## src/include/atlm_regs.svh

```systemverilog
/*
  Register offsets, field positions, reset values and range constants of the
  axis travel limit monitor.
  Assumes it is included by bare name from the design files; definitions only.
*/
`ifndef ATLM_REGS_SVH
`define ATLM_REGS_SVH

// Parameter addresses on the parameter access port
`define ATLM_ADDR_SOFT_LIM_EN     16'h0606
`define ATLM_ADDR_SOFT_LIM_POS    16'h0608
`define ATLM_ADDR_SOFT_LIM_NEG    16'h060a
`define ATLM_ADDR_HOME_POL        16'h061c
`define ATLM_ADDR_NEG_POL         16'h061e
`define ATLM_ADDR_POS_POL         16'h0620
`define ATLM_ADDR_LATCHED_STATUS  16'h0700
`define ATLM_ADDR_AXIS_STATUS     16'h0702
`define ATLM_ADDR_REF_POSITION    16'h1e18
`define ATLM_ADDR_ACT_POSITION    16'h1e1a

// Reset values
`define ATLM_RST_SOFT_LIM_EN      16'h0000
`define ATLM_RST_SOFT_LIM_POS     32'h7fffffff
`define ATLM_RST_SOFT_LIM_NEG     32'h80000000
`define ATLM_RST_HOME_POL         16'h0001
`define ATLM_RST_NEG_POL          16'h0001
`define ATLM_RST_POS_POL          16'h0001

// Largest legal field values
`define ATLM_SOFT_LIM_EN_MAX      16'h0003
`define ATLM_LIM_POL_MAX          16'h0002

// Soft limit enable field bits
`define ATLM_EN_POS_BIT           0
`define ATLM_EN_NEG_BIT           1

// Latched signal status bit positions
`define ATLM_LAT_HW_POS_BIT       1
`define ATLM_LAT_SOFT_LIM_BIT     2
`define ATLM_LAT_HW_NEG_BIT       3
`define ATLM_LAT_OVERTRAVEL_BIT   4

// Axis status bit positions
`define ATLM_AX_REF_OK_BIT        0
`define ATLM_AX_STOP_BIT          1
`define ATLM_AX_POS_HIT_BIT       2
`define ATLM_AX_NEG_HIT_BIT       3
`define ATLM_AX_HOME_HIT_BIT      4

// Absolute positioning range with default scaling
`define ATLM_POS_RANGE_MIN        32'shc0000000
`define ATLM_POS_RANGE_MAX        32'sh3fffffff

`endif

```

## src/include/atlm_pkg.sv

```systemverilog
/*
  Types shared by the axis travel limit monitor files.
  Assumes compilation before any design module.
*/
package atlm_pkg;

  // Operating mode reported by the motion controller
  typedef enum logic [1:0] {
    ATLM_MODE_OTHER = 2'h0,
    ATLM_MODE_PROFILE_POS = 2'h1,
    ATLM_MODE_JOG = 2'h2,
    ATLM_MODE_HOMING = 2'h3
  } atlm_mode_t;

  // Switch evaluation codes
  typedef enum logic [1:0] {
    ATLM_POL_INACTIVE = 2'h0,
    ATLM_POL_NC = 2'h1,
    ATLM_POL_NO = 2'h2
  } atlm_pol_t;

  // Stop sequencer states, one-hot
  typedef enum logic [1:0] {
    ATLM_ST_RUN = 2'b01,
    ATLM_ST_HOLD = 2'b10
  } atlm_state_t;

endpackage

```

## src/atlm_monitor.sv

```systemverilog
/*
  Axis travel limit monitor: positioning range, reference point validity,
  software end-of-travel limits and hardware limit / home switch evaluation,
  with a parameter access port for configuration and readback.
  Assumes all inputs are synchronous to clock and that the motion controller
  honours stop_request and move_reject and applies pos_set_zero.
*/
// Overview of operation
// - Absolute positions are bounded to -1073741824 .. 1073741823 user units.
// - Passing a positioning limit is allowed except in absolute profile moves.
// - Passing a positioning limit clears the homing-valid flag.
// - A relative profile move that would pass a limit zeroes position at start.
// - Soft limits act only while homing-valid is set, relative to the zero point.
// - A soft limit trip sets bit 2 of the latched signal status.
// - Soft limits compare the reference position, not the actual position.
// - Soft limit enable: 0 none, 1 positive, 2 negative, 3 both; resets to 0.
// - Soft limits default to the int32 extremes; writes outside the user range become USER_MAX.
// - Enabled hardware limit hits during motion stop the motor and are flagged.
// - Limit evaluation: 0 ignore, 1 normally closed, 2 normally open; reset 1.
// - Home switch evaluation accepts 1 or 2, resets to 1, acts only when homing.
// - Jog motion leaving a limit switch region is permitted.
// - The current motor position is readable in user units.
`timescale 1ns/100ps
`include "atlm_regs.svh"

module atlm_monitor #(
  parameter logic signed [31:0] USER_MIN = 32'sh80000000,
  parameter logic signed [31:0] USER_MAX = 32'sh7fffffff
) (
  input wire logic clock,
  input wire logic reset,
  input wire logic [15:0] param_addr,
  input wire logic param_wr,
  input wire logic param_rd,
  input wire logic [31:0] param_wdata,
  output logic [31:0] param_rdata,
  output logic param_ack,
  output logic param_err,
  input wire logic positive_end_switch_input,
  input wire logic negative_end_switch_input,
  input wire logic home_switch_input,
  input wire atlm_pkg::atlm_mode_t op_mode,
  input wire logic moving,
  input wire logic dir_positive,
  input wire logic homing_done,
  input wire logic move_start,
  input wire logic move_relative,
  input wire logic signed [31:0] move_target,
  input wire logic signed [31:0] ref_position,
  input wire logic signed [31:0] act_position,
  output logic stop_request,
  output logic move_reject,
  output logic pos_set_zero,
  output logic ref_ok,
  output logic home_switch_hit
);

  // Elaboration check: the clamp window must be ordered
  if (USER_MIN > USER_MAX) begin : g_bad_range
    $error("atlm_monitor: USER_MIN above USER_MAX");
  end

  // Replace a written limit outside the permissible user range by USER_MAX
  function automatic logic [31:0] clamp_user(input logic signed [31:0] v);
    logic [31:0] r;
    r = v;
    if (v > USER_MAX || v < USER_MIN) begin
      r = USER_MAX;
    end
    return r;
  endfunction

  // True when a position lies outside the absolute positioning range
  function automatic logic out_of_range(input logic signed [32:0] v);
    logic o;
    o = (v > 33'(`ATLM_POS_RANGE_MAX)) || (v < 33'(`ATLM_POS_RANGE_MIN));
    return o;
  endfunction

  logic [15:0] soft_limit_enable_q, soft_limit_enable_d;
  logic [31:0] soft_limit_positive_q, soft_limit_positive_d;
  logic [31:0] soft_limit_negative_q, soft_limit_negative_d;
  logic [15:0] home_switch_polarity_q, home_switch_polarity_d;
  logic [15:0] neg_switch_polarity_q, neg_switch_polarity_d;
  logic [15:0] pos_switch_polarity_q, pos_switch_polarity_d;
  logic [15:0] latched_signal_status_q, latched_signal_status_d;
  logic ref_ok_q, ref_ok_d;
  logic abs_move_q, abs_move_d;
  logic move_reject_q, move_reject_d;
  logic pos_set_zero_q, pos_set_zero_d;
  logic home_hit_q, home_hit_d;
  logic [31:0] rdata_q, rdata_d;
  logic ack_q, ack_d;
  logic err_q, err_d;
  atlm_pkg::atlm_state_t state_q, state_d;
  logic wr_bad;
  logic pos_hit, neg_hit, home_hit;
  logic soft_limit_pos_on, soft_limit_neg_on;
  logic hw_stop, soft_stop, abs_stop, overtravel;
  logic jog_away_pos, jog_away_neg;
  logic start_pp, rel_predict_over;
  logic signed [32:0] predicted;
  logic [15:0] axis_status;

  // Switch evaluation; limits always evaluated, home only while homing
  atlm_switch_eval u_pos_eval (
    .raw(positive_end_switch_input),
    .polarity(pos_switch_polarity_q),
    .gate(1'b1),
    .hit(pos_hit)
  );
  atlm_switch_eval u_neg_eval (
    .raw(negative_end_switch_input),
    .polarity(neg_switch_polarity_q),
    .gate(1'b1),
    .hit(neg_hit)
  );
  atlm_switch_eval u_home_eval (
    .raw(home_switch_input),
    .polarity(home_switch_polarity_q),
    .gate(op_mode == atlm_pkg::ATLM_MODE_HOMING),
    .hit(home_hit)
  );

  // Limit conditions; reference position is the controller setpoint, so the
  // motor itself may come to rest short of the limit
  always_comb begin
    soft_limit_pos_on = soft_limit_enable_q[`ATLM_EN_POS_BIT];
    soft_limit_neg_on = soft_limit_enable_q[`ATLM_EN_NEG_BIT];
    soft_stop = moving && ref_ok_q &&
                ((soft_limit_pos_on && dir_positive &&
                  ref_position >= $signed(soft_limit_positive_q)) ||
                 (soft_limit_neg_on && !dir_positive &&
                  ref_position <= $signed(soft_limit_negative_q)));
    jog_away_pos = (op_mode == atlm_pkg::ATLM_MODE_JOG) && !dir_positive;
    jog_away_neg = (op_mode == atlm_pkg::ATLM_MODE_JOG) && dir_positive;
    hw_stop = moving && ((pos_hit && !jog_away_pos) ||
                         (neg_hit && !jog_away_neg));
    // Only absolute profile moves are held inside the range
    abs_stop = moving && abs_move_q &&
               ((dir_positive && ref_position >= `ATLM_POS_RANGE_MAX) ||
                (!dir_positive && ref_position <= `ATLM_POS_RANGE_MIN));
    overtravel = out_of_range(33'(ref_position));
    start_pp = move_start && (op_mode == atlm_pkg::ATLM_MODE_PROFILE_POS);
    predicted = 33'(act_position) + 33'(move_target);
    rel_predict_over = start_pp && move_relative && out_of_range(predicted);
  end

  // Parameter writes: illegal codes are refused and the old value kept
  always_comb begin
    soft_limit_enable_d = soft_limit_enable_q;
    soft_limit_positive_d = soft_limit_positive_q;
    soft_limit_negative_d = soft_limit_negative_q;
    home_switch_polarity_d = home_switch_polarity_q;
    neg_switch_polarity_d = neg_switch_polarity_q;
    pos_switch_polarity_d = pos_switch_polarity_q;
    wr_bad = 1'b0;
    if (param_wr) begin
      unique case (param_addr)
        `ATLM_ADDR_SOFT_LIM_EN: begin
          if (param_wdata[15:0] <= `ATLM_SOFT_LIM_EN_MAX && param_wdata[31:16] == 16'h0000) begin
            soft_limit_enable_d = param_wdata[15:0];
          end else begin
            wr_bad = 1'b1;
          end
        end
        `ATLM_ADDR_SOFT_LIM_POS: soft_limit_positive_d = clamp_user(param_wdata);
        `ATLM_ADDR_SOFT_LIM_NEG: soft_limit_negative_d = clamp_user(param_wdata);
        `ATLM_ADDR_HOME_POL: begin
          if (param_wdata == 32'(atlm_pkg::ATLM_POL_NC) ||
              param_wdata == 32'(atlm_pkg::ATLM_POL_NO)) begin
            home_switch_polarity_d = param_wdata[15:0];
          end else begin
            wr_bad = 1'b1;
          end
        end
        `ATLM_ADDR_NEG_POL: begin
          if (param_wdata <= 32'(`ATLM_LIM_POL_MAX)) begin
            neg_switch_polarity_d = param_wdata[15:0];
          end else begin
            wr_bad = 1'b1;
          end
        end
        `ATLM_ADDR_POS_POL: begin
          if (param_wdata <= 32'(`ATLM_LIM_POL_MAX)) begin
            pos_switch_polarity_d = param_wdata[15:0];
          end else begin
            wr_bad = 1'b1;
          end
        end
        `ATLM_ADDR_LATCHED_STATUS: wr_bad = 1'b0;
        default: wr_bad = 1'b1;
      endcase
    end
  end

  always_ff @(posedge clock or posedge reset) begin
    if (reset) begin
      soft_limit_enable_q <= `ATLM_RST_SOFT_LIM_EN;
      soft_limit_positive_q <= `ATLM_RST_SOFT_LIM_POS;
      soft_limit_negative_q <= `ATLM_RST_SOFT_LIM_NEG;
      home_switch_polarity_q <= `ATLM_RST_HOME_POL;
      neg_switch_polarity_q <= `ATLM_RST_NEG_POL;
      pos_switch_polarity_q <= `ATLM_RST_POS_POL;
    end else begin
      soft_limit_enable_q <= soft_limit_enable_d;
      soft_limit_positive_q <= soft_limit_positive_d;
      soft_limit_negative_q <= soft_limit_negative_d;
      home_switch_polarity_q <= home_switch_polarity_d;
      neg_switch_polarity_q <= neg_switch_polarity_d;
      pos_switch_polarity_q <= pos_switch_polarity_d;
    end
  end

  // Reference validity, latched events and move-start actions.
  // Events set sticky bits; a clear write in the same cycle loses to the set.
  always_comb begin
    ref_ok_d = ref_ok_q;
    if (overtravel || rel_predict_over) begin
      ref_ok_d = 1'b0;
    end
    if (homing_done) begin
      ref_ok_d = 1'b1;
    end
    latched_signal_status_d = latched_signal_status_q;
    if (param_wr && param_addr == `ATLM_ADDR_LATCHED_STATUS) begin
      latched_signal_status_d = latched_signal_status_q & ~param_wdata[15:0];
    end
    if (soft_stop) begin
      latched_signal_status_d[`ATLM_LAT_SOFT_LIM_BIT] = 1'b1;
    end
    if (moving && pos_hit) begin
      latched_signal_status_d[`ATLM_LAT_HW_POS_BIT] = 1'b1;
    end
    if (moving && neg_hit) begin
      latched_signal_status_d[`ATLM_LAT_HW_NEG_BIT] = 1'b1;
    end
    if (overtravel && ref_ok_q) begin
      latched_signal_status_d[`ATLM_LAT_OVERTRAVEL_BIT] = 1'b1;
    end
    abs_move_d = abs_move_q;
    if (move_start) begin
      abs_move_d = start_pp && !move_relative;
    end
    move_reject_d = start_pp && !move_relative &&
                    out_of_range(33'(move_target));
    pos_set_zero_d = rel_predict_over;
    home_hit_d = home_hit;
  end

  always_ff @(posedge clock or posedge reset) begin
    if (reset) begin
      ref_ok_q <= 1'b0;
      latched_signal_status_q <= 16'h0000;
      abs_move_q <= 1'b0;
      move_reject_q <= 1'b0;
      pos_set_zero_q <= 1'b0;
      home_hit_q <= 1'b0;
    end else begin
      ref_ok_q <= ref_ok_d;
      latched_signal_status_q <= latched_signal_status_d;
      abs_move_q <= abs_move_d;
      move_reject_q <= move_reject_d;
      pos_set_zero_q <= pos_set_zero_d;
      home_hit_q <= home_hit_d;
    end
  end

  // Stop sequencer: hold the stop until the axis is at rest and no cause
  // remains, so a chattering switch cannot release a half-stopped move
  always_comb begin
    state_d = state_q;
    unique case (state_q)
      atlm_pkg::ATLM_ST_RUN: begin
        if (hw_stop || soft_stop || abs_stop) begin
          state_d = atlm_pkg::ATLM_ST_HOLD;
        end
      end
      atlm_pkg::ATLM_ST_HOLD: begin
        if (!moving && !hw_stop && !soft_stop && !abs_stop) begin
          state_d = atlm_pkg::ATLM_ST_RUN;
        end
      end
      default: state_d = atlm_pkg::ATLM_ST_HOLD;
    endcase
  end

  always_ff @(posedge clock or posedge reset) begin
    if (reset) begin
      state_q <= atlm_pkg::ATLM_ST_RUN;
    end else begin
      state_q <= state_d;
    end
  end

  // Readback: answer registered one cycle after the strobe
  always_comb begin
    axis_status = 16'h0000;
    axis_status[`ATLM_AX_REF_OK_BIT] = ref_ok_q;
    axis_status[`ATLM_AX_STOP_BIT] = (state_q == atlm_pkg::ATLM_ST_HOLD);
    axis_status[`ATLM_AX_POS_HIT_BIT] = pos_hit;
    axis_status[`ATLM_AX_NEG_HIT_BIT] = neg_hit;
    axis_status[`ATLM_AX_HOME_HIT_BIT] = home_hit_q;
    rdata_d = rdata_q;
    ack_d = param_rd || param_wr;
    err_d = param_wr && wr_bad;
    if (param_rd) begin
      unique case (param_addr)
        `ATLM_ADDR_SOFT_LIM_EN: rdata_d = {16'h0000, soft_limit_enable_q};
        `ATLM_ADDR_SOFT_LIM_POS: rdata_d = soft_limit_positive_q;
        `ATLM_ADDR_SOFT_LIM_NEG: rdata_d = soft_limit_negative_q;
        `ATLM_ADDR_HOME_POL: rdata_d = {16'h0000, home_switch_polarity_q};
        `ATLM_ADDR_NEG_POL: rdata_d = {16'h0000, neg_switch_polarity_q};
        `ATLM_ADDR_POS_POL: rdata_d = {16'h0000, pos_switch_polarity_q};
        `ATLM_ADDR_LATCHED_STATUS: rdata_d = {16'h0000, latched_signal_status_q};
        `ATLM_ADDR_AXIS_STATUS: rdata_d = {16'h0000, axis_status};
        `ATLM_ADDR_REF_POSITION: rdata_d = ref_position;
        `ATLM_ADDR_ACT_POSITION: rdata_d = act_position;
        default: begin
          rdata_d = 32'h00000000;
          err_d = 1'b1;
        end
      endcase
    end
  end

  always_ff @(posedge clock or posedge reset) begin
    if (reset) begin
      rdata_q <= 32'h00000000;
      ack_q <= 1'b0;
      err_q <= 1'b0;
    end else begin
      rdata_q <= rdata_d;
      ack_q <= ack_d;
      err_q <= err_d;
    end
  end

  assign param_rdata = rdata_q;
  assign param_ack = ack_q;
  assign param_err = err_q;
  assign stop_request = (state_q == atlm_pkg::ATLM_ST_HOLD);
  assign move_reject = move_reject_q;
  assign pos_set_zero = pos_set_zero_q;
  assign ref_ok = ref_ok_q;
  assign home_switch_hit = home_hit_q;

endmodule

```

## src/atlm_switch_eval.sv

```systemverilog
/*
  Evaluates one external switch input against its configured polarity code.
  Assumes the raw input is already synchronous to the block clock.
*/
`timescale 1ns/100ps

module atlm_switch_eval (
  input wire logic raw,
  input wire logic [15:0] polarity,
  input wire logic gate,
  output logic hit
);

  // Normally closed reads a broken wire as a hit, which is why it is failsafe
  always_comb begin
    hit = 1'b0;
    if (gate) begin
      if (polarity == 16'(atlm_pkg::ATLM_POL_NC)) begin
        hit = ~raw;
      end else if (polarity == 16'(atlm_pkg::ATLM_POL_NO)) begin
        hit = raw;
      end
    end
  end

endmodule

```

## config.mk

```make
export PLATFORM = sky130hd
export DESIGN_NAME = atlm_monitor
export DESIGN_NICKNAME = d
export VERILOG_FILES = /design/src/include/atlm_pkg.sv /design/src/atlm_monitor.sv /design/src/atlm_switch_eval.sv
export VERILOG_INCLUDE_DIRS = /design/src /design/src/include
export SDC_FILE = /design/constraint.sdc
export NUM_CORES = 1
export LEC_CHECK = 0
export BUFFER_PORTS_ARGS = -buffer_cell sky130_fd_sc_hd__buf_2
export CORE_ASPECT_RATIO = 0.7
export CORE_MARGIN = 4
export CORE_UTILIZATION = 49
export CTS_CLUSTER_DIAMETER = 40
export CTS_CLUSTER_SIZE = 20
export DETAILED_ROUTE_END_ITERATION = 12
export GPL_TIMING_DRIVEN = 1
export PLACE_DENSITY = 0.71
export SYNTH_ARGS = -nofsm -noshare
export SYNTH_HDL_FRONTEND = slang
export SYNTH_HIERARCHICAL = 1
export SYNTH_SLANG_ARGS = --single-unit
```

## constraint.sdc

```tcl
create_clock -name clock -period 9.1 [get_ports clock]
set_input_delay 1.82 -clock clock [delete_from_list [all_inputs] [get_ports clock]]
set_output_delay 1.82 -clock clock [all_outputs]
set_load 0.02 [all_outputs]
```

Yosys cells after proc, flatten, opt, wreduce, memory -nomap -nowiden
Index checks and enable logic that the tools add are counted.

cells by class
  reduce and logical (&&, ||, !) cells = 65
  muxes and demuxes = 26
  $add $sub $neg = 1
  magnitude comparators = 14
  bitwise logic cells = 5
  eq/ne operators = 25

operators by type and width
  operator                number
  $pmux W32 S10           1
  $eq A16 B11 Y1 const B  8
  $gt A32 B31 Y1 const B  2
  $lt A32 B31 Y1 const B  2
  $eq A16 B1 Y1 const B   3
  $eq A16 B2 Y1 const B   3
  $add A32 B32 Y33        1
  $gt A33 B31 Y1 const B  1
  $lt A33 B31 Y1 const B  1
  $eq A16 B13 Y1 const B  2
  $eq A32 B1 Y1 const B   1
  $eq A32 B2 Y1 const B   1
  $ge A32 B31 Y1 const B  1
  $ge A32 B32 Y1          1
  $gt A32 B32 Y1 const B  1
  $le A32 B2 Y1 const B   1
  $le A32 B31 Y1 const B  1
  $le A32 B32 Y1          1
  $lt A32 B32 Y1 const B  1
  $mux W32                1
  $logic_and A1 B1 Y1     29
  $mux W1                 19
  $and A16 B16 Y16        1
  $le A16 B2 Y1 const B   1
  19 further kinds        52

word-level totals
  output and inout port bits = 39
  word-level logic and storage cells = 156
  bits in registers = 185
  bits of input ports = 158

Longest topological paths before layout
Gate-level depths: netlist (run 1).

  depth in word-level cells = 12
  depth in mapped cells = 10
  gate-level depth less buffers = 10

By module
The synthesis (run 1) kept the hierarchy.

modules (own cells, without submodules)
  module            sequential area each (um^2)  cells each  times used  area an instance (um^2)
  atlm_monitor      4,674.5                      1,027       1           11,135.7
  atlm_switch_eval  0.0                          8           3           53.8

Worst setup path before layout (run 1)
Ideal clock, no wire load.

  path type = input -> register
  start = input move_target[28]
  end = register pos_set_zero_q, in the netlist pos_set_zero
  path slack = 5,367 ps
  setup time = 132 ps
  arrival time = 3,601 ps
  data required time = 8,968 ps
  stages on the path = 8
  path buffers = 0
  cells stage by stage = ha_1 > a21o_1 > a31o_2 > a221oi_1 > o21ai_0 > a221o_1 > nor4_1 > a211oi_1

between the ends
  cells in the longest elaborated chain, start to end = 4
  elaborated cells on any way between the ends = 5
  classes of those cells = add/sub (1); order compare (2); reduce/logical (2)

RTL lines
  what                                              RTL line             text
  start: declaration                                atlm_monitor.sv:48   input wire logic signed [31:0] move_target,
  $add A32 B32 Y33 *                                atlm_monitor.sv:145  predicted = 33'(act_position) + 33'(move_target);
  $gt A33 B31 Y1 or $lt A33 B31 Y1 (tied branches)  atlm_monitor.sv:76   o = (v > 33'(`ATLM_POS_RANGE_MAX)) || (v < 33'(`ATLM_POS_RANGE_MIN));
  $logic_or A1 B1 Y1 *                              atlm_monitor.sv:76
  $logic_and A1 B1 Y1 *                             atlm_monitor.sv:146  rel_predict_over = start_pp && move_relative && out_of_range(predicted);
  named net pos_set_zero_d                          atlm_monitor.sv:90   logic pos_set_zero_q, pos_set_zero_d;
  end signal: assignment                            atlm_monitor.sv:264  pos_set_zero_q <= pos_set_zero_d;
  end: declaration                                  atlm_monitor.sv:90

The timed path passes the listed nets; every way through them passes the cells marked *.
A chain may end at the register's enable or synchronous reset.

Worst setup path in the final report (run 1)
  start = input param_addr[13]
  end = register latched_signal_status_q[2]

between the ends
  cells in the longest elaborated chain, start to end = 3

RTL lines
  what                           RTL line             text
  start: declaration             atlm_monitor.sv:32   input wire logic [15:0] param_addr,
  $eq A16 B11 Y1                 --
  $logic_and A1 B1 Y1 (no line)  --
  $reduce_bool A2 Y1 (no line)   --
  end signal: assignment         atlm_monitor.sv:261  latched_signal_status_q <= latched_signal_status_d;
  end: declaration               atlm_monitor.sv:86   logic [15:0] latched_signal_status_q, latched_signal_status_d;

No other way between the ends.

==> flow_summary.yaml, run 1 <==
run_status:
  status: "completed"
setup_path:
  cp-end-kind: "register"
  worst_ep_required_time_ns: 9.41
  critical_path_class: "primary input to register"
  critPathArrivalTime_ns: 4.73
  critPathMaxFanout: 19
  slowest_stage: "nor4_4"
  worstPathCellList: "buf_2, nor4b_4, nand4bb_2, nor4_4, and2_1, a21boi_1, nor2_1, a31oi_1"
  critPathLaunchType: "primary input"
  cp_slowest_stage_delay_ns: 1.00
  crit_family: "simple AND/OR/NAND/NOR gates"
  crit_buf_inv: 1
clock_tree:
  htreeDepth: 4
  numCtsBuffers: 17
  cts.clk_slew.worst_paths_ns: 0.08
  clock_latency_ns: 0.45
  ctsHoldBuffers: 0
  root_buffer: "clkbuf_16"
  cts.sinks: 185
  tritoncts: "yes"
  postCtsResizedCells: 0
  cts_setup_buffers: 0
  ctsLongestPathBuffers: 2
power:
  powerDensity_mw_per_mm2: 143.6
  power_frac_seq_pct: 45.1
  p_leak_nw: 5.988
  vdd_ir_drop_max_uv: 138.7
  p_sw_share_pct: 30.22
  p_comb_share_pct: 14.2
  p_clk_share_pct: 40.8
  p_int_mw: 1.315
  switchingPower_mw: 0.5695
drt:
  vias_per_cell: 6.314
  wirelength_um: 37260
  drt_iter0_markers: 1365
  wl_per_cell_um: 23.84
  via_count: 9869
  dr.pass1.iters: 7
  remaining_drc_errors: 0
  ant_nets: 0
yosys:
  ys.flop_type: "dfrtp_1"
  synth-seq-cells: 185
  yosysSeqAreaShare_pct: 41.38
  synth-edff-count: 0
  ys_warn_count: 6
  synth.avg_cell_area_um2: 10.75
  syn_area_mm2: 0.01130
  synthCells: 1051
  yosysUniqueCellTypes: 70
  async_flop_share_pct: 100.0
sta:
  setup_viol: 0
  timing.final.crit_share_pct: 48.64
  fmax_mhz: 225.9
  holdWs_ns: 0.4949
  clock_skew_ns: 0.01826
  hold_viol: 0
  finalMaxSlewViolations: 0
  layout_setup_ws_ns: 4.674
  maxSlewHeadroom_pct: 25.32
  tns_ns: 0
  rsz0062_at_grt: "false"
  worst_pin_slew_ns: 1.112
  min_period_ns: 4.426
final_layout:
  layout.nets: 1492
  final_util_pct: 57.86
  final_area_mm2: 0.01312
  drive_above_1_share_pct: 29.60
  final.fill_count: 2032
  syn_to_final_growth_pct: 16.15
place:
  dp_slack_ns: 4.318
  gp_congestion: 0.9280
  place_area_mm2: 0.01251
  port_buffers: 196
  dpl.hpwl_um: 29200
die:
  num_io_pins: 197
  chipWidth_um: 189.5
  rows: 46
  fp.dieH_um: 135.0
  core_mm2: 0.02268
  start_util_pct: 49.82
  die_area_mm2: 0.02559
grt:
  antenna_found_initial: 1
  first_global_vias: 9560
  grt.total_usage_pct: 29.11
  grt.overflow.total: 0
  grt_pass1_wl_um: 57050
  grt_max_degree: 111
min_path:
  hold_path.class: "register to register"
run:
  max_cap_viol_count: 0
## final timing paths
| path | startpoint | endpoint | slack (ns) | cells past startpoint |
|---|---|---|---|---|
| setup / recovery | param_addr[13] | latched_signal_status_q[2]$_DFFE_PP0P_ | 4.67 | 8 |
| hold / removal | soft_limit_enable_q[10]$_DFFE_PP0P_ | soft_limit_enable_q[10]$_DFFE_PP0P_ | 0.49 | 1 |
| setup reg to reg | neg_switch_polarity_q[7]$_DFFE_PP0P_ | state_q[0]$_DFFE_PP1P_ | 6.01 | 8 |
| hold reg to reg | soft_limit_enable_q[10]$_DFFE_PP0P_ | soft_limit_enable_q[10]$_DFFE_PP0P_ | 0.49 | 1 |
| max in group asynchronous | reset | soft_limit_enable_q[10]$_DFFE_PP0P_ | 5.95 | 3 |
| min in group asynchronous | reset | pos_switch_polarity_q[1]$_DFFE_PP0P_ | 1.61 | 2 |
## power groups by stage
stage	logic (mW)	registers [mW]	clock network, mW
3_5_place_dp	0.262	0.864	0
6_report	0.267	0.849	0.768
5_1_grt	0.294	0.850	0.811
4_1_cts	0.264	0.849	0.776
3_3_place_gp	0.257	0.864	0
2_1_floorplan	0.127	0.876	0
## kinds of logic (layout without fill, tap and decap cells)
logic type | count (synthesis) | in the layout | synth area share [%]
fa+ha+maj | 97 | 97 | 10.81
compound gates | 275 | 275 | 17.81
xor+xnor | 3 | 3 | 0.2326
other cells | 1 | 3 | 0.03319
simple gates | 297 | 297 | 15.62
mux | 73 | 73 | 9.270
buf+inv | 120 | 318 | 4.851
flops | 185 | 185 | 41.38
## flip-flops by register name (all words and copies together) (netlist names)
register / flops
param_rdata: 32
soft_limit_negative_q: 32
soft_limit_positive_q: 32
home_switch_polarity_q: 16
latched_signal_status_q: 16
neg_switch_polarity_q: 16
pos_switch_polarity_q: 16
soft_limit_enable_q: 16
state_q: 2
abs_move_q: 1
home_switch_hit: 1
move_reject: 1
param_ack: 1
param_err: 1
pos_set_zero: 1
ref_ok: 1
## per-layer routing
metal  wire length [um]  vias to the layer above  part of all wire [%]  track usage (%)
met5                  0                        -                     0                0
met1              16990                     4843                    46            44.65
met4                904                        0                   2.4            8.514
met2              14610                      572                    39            39.26
met3               4745                       70                    13            8.992
li1                   -                     4384                     -                -
## synth_stat cells (8+ instances only)
cell	n	share of area, %
dfrtp_1	149	33
nor2_1	56	1.9
and2_1	59	3.3
a21o_1	12	0.80
nand3_1	15	0.66
buf_6	10	1.0
dfstp_2	36	8.4
mux2_2	13	1.3
nand4_1	32	1.8
buf_2	9	0.40
inv_1	81	2.7
mux2_4	60	8.0
a31oi_1	23	1.3
a21boi_1	8	0.53
a222oi_1	17	1.5
o21ai_0	21	0.93
clkbuf_1	17	0.56
a221oi_1	14	1.1
a21boi_0	8	0.53
a21oi_1	42	1.9
a41oi_1	13	1.0
a22oi_1	52	3.5
nor4_1	30	1.7
ha_1	96	11
a22o_1	20	1.6
nand2_1	30	1.0
nor3_1	13	0.58
## layout by cell type (no fill, tap or decap), drive strengths merged, types with 33 or more instances in the layout
| cell | netlist | routed |
|---|---|---|
| a21oi | 42 | 42 |
| a22oi | 52 | 52 |
| and2 | 59 | 59 |
| buf | 22 | 205 |
| dfrtp | 149 | 149 |
| dfstp | 36 | 36 |
| ha | 96 | 96 |
| inv | 81 | 90 |
| mux2 | 73 | 73 |
| nand2 | 33 | 33 |
| nor2 | 58 | 58 |
## through the flow
step | instances | power (mW)
global route | 1563 | 1.955
CTS | 1562 | 1.889
detailed placement | 1530 | 1.127
finish | 1563 | 1.884
global placement | 1530 | 1.121
floorplan | 1052 | 1.003
## worst reg2reg max path: stages (launching register included)
cell,delay [ns]
dfrtp_1,0.41
nor4_1,0.72
nand4_1,0.43
a21oi_1,0.43
nor4b_1,0.12
o311a_1,0.36
a22oi_1,0.21
nor2_1,0.10
a31o_2,0.25
## layout make-up
| type | instances | area (um2) | area share (%) |
|---|---|---|---|
| Tap cell | 312 | 390.4 | 2.975 |
| Timing Repair Buffer | 205 | 1049 | 7.991 |
| Clock buffer | 17 | 425.4 | 3.242 |
| Inverter | 81 | 309.0 | 2.355 |
| Clock inverter | 15 | 186.4 | 1.421 |
| Multi-Input combinational cell | 747 | 6085 | 46.37 |
| Antenna cell | 1 | 2.502 | 0.01907 |
| Sequential cell | 185 | 4674 | 35.63 |
Power figures use the tool's default switching activity.
==> run 2, diff against run 1 <==
==> constraint.sdc (replaced) <==
create_clock -name clock -period 4.6 [get_ports clock]
set_input_delay 0.92 -clock clock [delete_from_list [all_inputs] [get_ports clock]]
set_output_delay 0.92 -clock clock [all_outputs]
set_load 0.02 [all_outputs]
==> flow_summary.yaml, run 2 (synthesis results as in run 1) <==
run_status:
  status: "completed"
setup_path:
  worst_ep_required_time_ns: 4.96
  critical_path_class: "primary input to register"
  critPathMaxFanout: 16
  cp-end-kind: "register"
  critPathArrivalTime_ns: 3.62
  critPathLaunchType: "primary input"
final_layout:
  layout_commonest_cell: "buf_2"
  final_area_mm2: 0.01319
  most-common-layout-cells: "buf_2, dfrtp_1, ha_1, inv_1, mux2_4"
  drive_above_1_share_pct: 29.82
  final_util_pct: 58.18
  layout.nets: 1496
  syn_to_final_growth_pct: 16.78
clock_tree:
  ctsHoldBuffers: 0
  numCtsBuffers: 17
  root_buffer: "clkbuf_16"
  cts.clk_slew.worst_paths_ns: 0.08
  postCtsResizedCells: 0
  htreeDepth: 4
  cts_setup_buffers: 0
  cts.sinks: 185
  tritoncts: "yes"
  clock_latency_ns: 0.45
  ctsLongestPathBuffers: 2
sta:
  maxSlewHeadroom_pct: 9.679
  worst_pin_slew_ns: 1.350
  finalMaxSlewViolations: 0
  timing.final.crit_share_pct: 70.84
  rsz0062_at_grt: "false"
  hold_viol: 0
  setup_viol: 0
  clock_skew_ns: 0.01216
  fmax_mhz: 306.9
  min_period_ns: 3.258
  tns_ns: 0
power:
  powerDensity_mw_per_mm2: 286.7
  p_leak_nw: 6.016
  vdd_ir_drop_max_uv: 257.7
die:
  fp.dieH_um: 135.0
  num_io_pins: 197
  chipWidth_um: 189.5
  start_util_pct: 49.82
  core_mm2: 0.02268
  rows: 46
  die_area_mm2: 0.02559
grt:
  grt.overflow.total: 0
  grt_max_degree: 135
  grt.total_usage_pct: 29.06
  grt_pass1_wl_um: 56480
  antenna_found_initial: 1
  first_global_vias: 9346
place:
  port_buffers: 196
  dpl.hpwl_um: 29010
  place_area_mm2: 0.01255
  gp_congestion: 0.9660
drt:
  vias_per_cell: 6.226
  drt_iter0_markers: 1113
  remaining_drc_errors: 0
  ant_nets: 0
  wirelength_um: 37530
  wl_per_cell_um: 23.93
  via_count: 9762
  dr.pass1.iters: 6
run:
  max_cap_viol_count: 0
min_path:
  hold_path.class: "register to register"
[run 2: power breakdown]
group	internal [mW]	switching, mW
Clock	0.803	0.777
Sequential	1.66	0.0182
Combinational	0.193	0.330
Total	2.66	1.13
[run 2: worst paths after layout]
| path | startpoint | to | slack [ns] | cells past startpoint |
|---|---|---|---|---|
| worst max-delay path | param_addr[2] | param_rdata[16]$_DFFE_PP0P_ | 1.34 | 7 |
| worst min-delay path | soft_limit_enable_q[7]$_DFFE_PP0P_ | soft_limit_enable_q[7]$_DFFE_PP0P_ | 0.49 | 1 |
| worst max register to register | neg_switch_polarity_q[7]$_DFFE_PP0P_ | state_q[0]$_DFFE_PP1P_ | 1.85 | 8 |
| worst min register to register | soft_limit_enable_q[7]$_DFFE_PP0P_ | soft_limit_enable_q[7]$_DFFE_PP0P_ | 0.49 | 1 |
| max in group asynchronous | reset | move_reject$_DFF_PP0_ | 3.34 | 3 |
| min in group asynchronous | reset | soft_limit_negative_q[11]$_DFFE_PP0P_ | 0.69 | 3 |
[run 2: per-layer routing]
metal,track usage [%],vias up,part of all wire (%)
met1,45.19,4776,46
met5,0,-,0
met4,6.627,0,1.6
met3,8.295,46,12
li1,-,4388,-
met2,39.86,552,40
[run 2: layout make-up]
cell class                 instances  area [um2]
multi-input combinational        747        6085
fill                            1948        9484
tap                              312       390.4
inverter                          81       307.8
timing repair buffer             209        1091
sequential                       185        4674
clock inverter                    15       214.0
clock buffer                      17       425.4
antenna                            2       5.005
[run 2: metrics by stage]
stage,hold slack [ns],instances,total power [mW],worst slack [ns]
after CTS,0.4940,1566,3.787,1.447
after detailed placement,0.4734,1534,2.224,0.9946
after global placement,0.4688,1534,2.217,0.9821
final,0.4944,1568,3.783,1.342
after floorplan,0.4478,1052,1.985,1.331
after global routing,0.5041,1567,3.924,1.185
[run 2: worst max-delay path: stages]
cell and delay [ns]:
buf_2 0.11, nor3b_1 0.43, nand4_1 0.16, or2_2 0.32, nor2_1 1.01, a22oi_1 0.39
a31oi_1 0.27
==> run 3, diff against run 2 <==
--- a/config.mk
+++ b/config.mk
@@ -14,7 +14,7 @@
 export CTS_CLUSTER_SIZE = 20
 export DETAILED_ROUTE_END_ITERATION = 12
 export GPL_TIMING_DRIVEN = 1
-export PLACE_DENSITY = 0.71
+export PLACE_DENSITY = 0.74
 export SYNTH_ARGS = -nofsm -noshare
 export SYNTH_HDL_FRONTEND = slang
 export SYNTH_HIERARCHICAL = 1
==> constraint.sdc (replaced) <==
create_clock -name clock -period 2.9 [get_ports clock]
set_input_delay 0.58 -clock clock [delete_from_list [all_inputs] [get_ports clock]]
set_output_delay 0.58 -clock clock [all_outputs]
set_load 0.02 [all_outputs]
==> flow_summary.yaml, run 3 (synthesis results as in run 1) <==
power:
  p_leak_nw: 6.216
  powerDensity_mw_per_mm2: 440.6
  vdd_ir_drop_max_uv: 388.5
  switchingPower_mw: 1.802
  p_sw_share_pct: 30.23
  p_clk_share_pct: 41.0
  p_comb_share_pct: 14.3
  p_int_mw: 4.160
  p_total_mw: 5.962
  power_frac_seq_pct: 44.7
grt:
  grt_max_degree: 58
  grt.total_usage_pct: 29.31
  first_global_vias: 9684
  grt_pass1_wl_um: 57590
  grt.overflow.total: 0
  antenna_found_initial: 2
min_path:
  hold_path.class: "primary input to asynchronous set/reset pin"
final_layout:
  final_util_pct: 59.67
  antenna_cells: 0
  layout.nets: 1529
  final.fill_count: 1941
  drive_above_1_share_pct: 31.62
  syn_to_final_growth_pct: 19.78
  final_cells: 1599
  final_area_mm2: 0.01353
  layout_commonest_cell: "buf_2"
  most-common-layout-cells: "buf_2, dfrtp_1, ha_1, inv_1, mux2_4"
run:
  max_cap_viol_count: 0
setup_path:
  slowest_stage: "nor4_1"
  cp-end-kind: "register"
  r2r_start: "neg_switch_polarity_q[7]$_DFFE_PP0P_"
  critPathArrivalTime_ns: 3.08
  startpoint: "neg_switch_polarity_q[7]$_DFFE_PP0P_"
  critical_path_class: "register to register"
  worst_ep_required_time_ns: 3.27
  cp_slowest_stage_delay_ns: 0.49
  critPathMaxFanout: 4
  worstPathCellList: "nor4_1, nand4_1, a21oi_1, nor4b_1, o311a_1, a22oi_1, nor2_1, a31o_2"
  critPathLaunchType: "register"
drt:
  via_count: 10122
  vias_per_cell: 6.330
  wl_per_cell_um: 23.76
  remaining_drc_errors: 0
  drt_iter0_markers: 1374
  dr.pass1.iters: 8
  wirelength_um: 37990
  ant_nets: 0
place:
  dp_slack_ns: -0.06119
  gp_congestion: 0.9491
  place_inst: 1567
  place_area_mm2: 0.01290
  dpl.hpwl_um: 30050
  port_buffers: 196
die:
  start_util_pct: 49.82
  core_mm2: 0.02268
  chipWidth_um: 189.5
  rows: 46
  num_io_pins: 197
  fp.dieH_um: 135.0
  die_area_mm2: 0.02559
clock_tree:
  postCtsResizedCells: 0
  ctsLongestPathBuffers: 2
  clock_latency_ns: 0.44
  ctsHoldBuffers: 0
  htreeDepth: 4
  cts_setup_buffers: 0
  numCtsBuffers: 17
  cts.clk_slew.worst_paths_ns: 0.09
  root_buffer: "clkbuf_16"
  cts.sinks: 185
  tritoncts: "yes"
sta:
  layout_setup_ws_ns: 0.1902
  holdWs_ns: 0.2738
  rsz0062_at_grt: "false"
  hold_viol: 0
  worst_pin_slew_ns: 0.8108
  fmax_mhz: 369.0
  min_period_ns: 2.710
  timing.final.crit_share_pct: 93.44
  finalMaxSlewViolations: 0
  clock_skew_ns: 0.01418
  setup_viol: 0
  tns_ns: 0
  maxSlewHeadroom_pct: 45.45
run_status:
  status: "completed"
[run 3: cell types whose count changed in the layout (fill, tap and decap cells not counted), moves of 2 or more]
cell	delta
buf_12	+8
buf_4	+25
clkinv_8	+3
diode_2	-2
inv_12	-3
inv_8	+2
[run 3: final cells by class]
type	instances	area [um2]	area share, %
Multi-Input combinational cell	747	6085	44.97
Sequential cell	185	4674	34.54
Timing Repair Buffer	242	1439	10.63
Clock buffer	17	425.4	3.144
Tap cell	312	390.4	2.885
Inverter	81	307.8	2.275
Clock inverter	15	210.2	1.553
[run 3: final timing paths]
check	slack, ns	to	cells after the start
hold / removal	0.27	latched_signal_status_q[11]$_DFFE_PP0P_	3
min in group clock	0.33	move_reject$_DFF_PP0_	2
max in group asynchronous	2.06	soft_limit_positive_q[4]$_DFFE_PP1P_	4
setup reg to reg	0.19	state_q[0]$_DFFE_PP1P_	8
setup / recovery	0.19	state_q[0]$_DFFE_PP1P_	8
hold reg to reg	0.50	soft_limit_enable_q[2]$_DFFE_PP0P_	1
[run 3: worst max-delay path: cells and delay by family, from the launching register on]
family             cells  cell delay (ns)
DFF                    1             0.41
AOI/OAI and AO/OA      4             1.19
and+or+nand+nor        4             1.05
[run 3: power groups by stage]
stage / clock (mW) / sequential [mW] / combinational (mW)
global placement: 0 / 2.71 / 0.820
floorplan: 0 / 2.75 / 0.400
CTS: 2.46 / 2.66 / 0.845
global route: 2.57 / 2.67 / 0.934
finish: 2.44 / 2.66 / 0.853
detailed placement: 0 / 2.71 / 0.840
[run 3: metal layers]
| layer | GRT usage [%] | share of wire (%) |
|---|---|---|
| met1 | 44.92 | 45 |
| met2 | 42.56 | 42 |
| met3 | 6.899 | 12 |
| met4 | 5.783 | 1.4 |
| met5 | 0 | 0.037 |
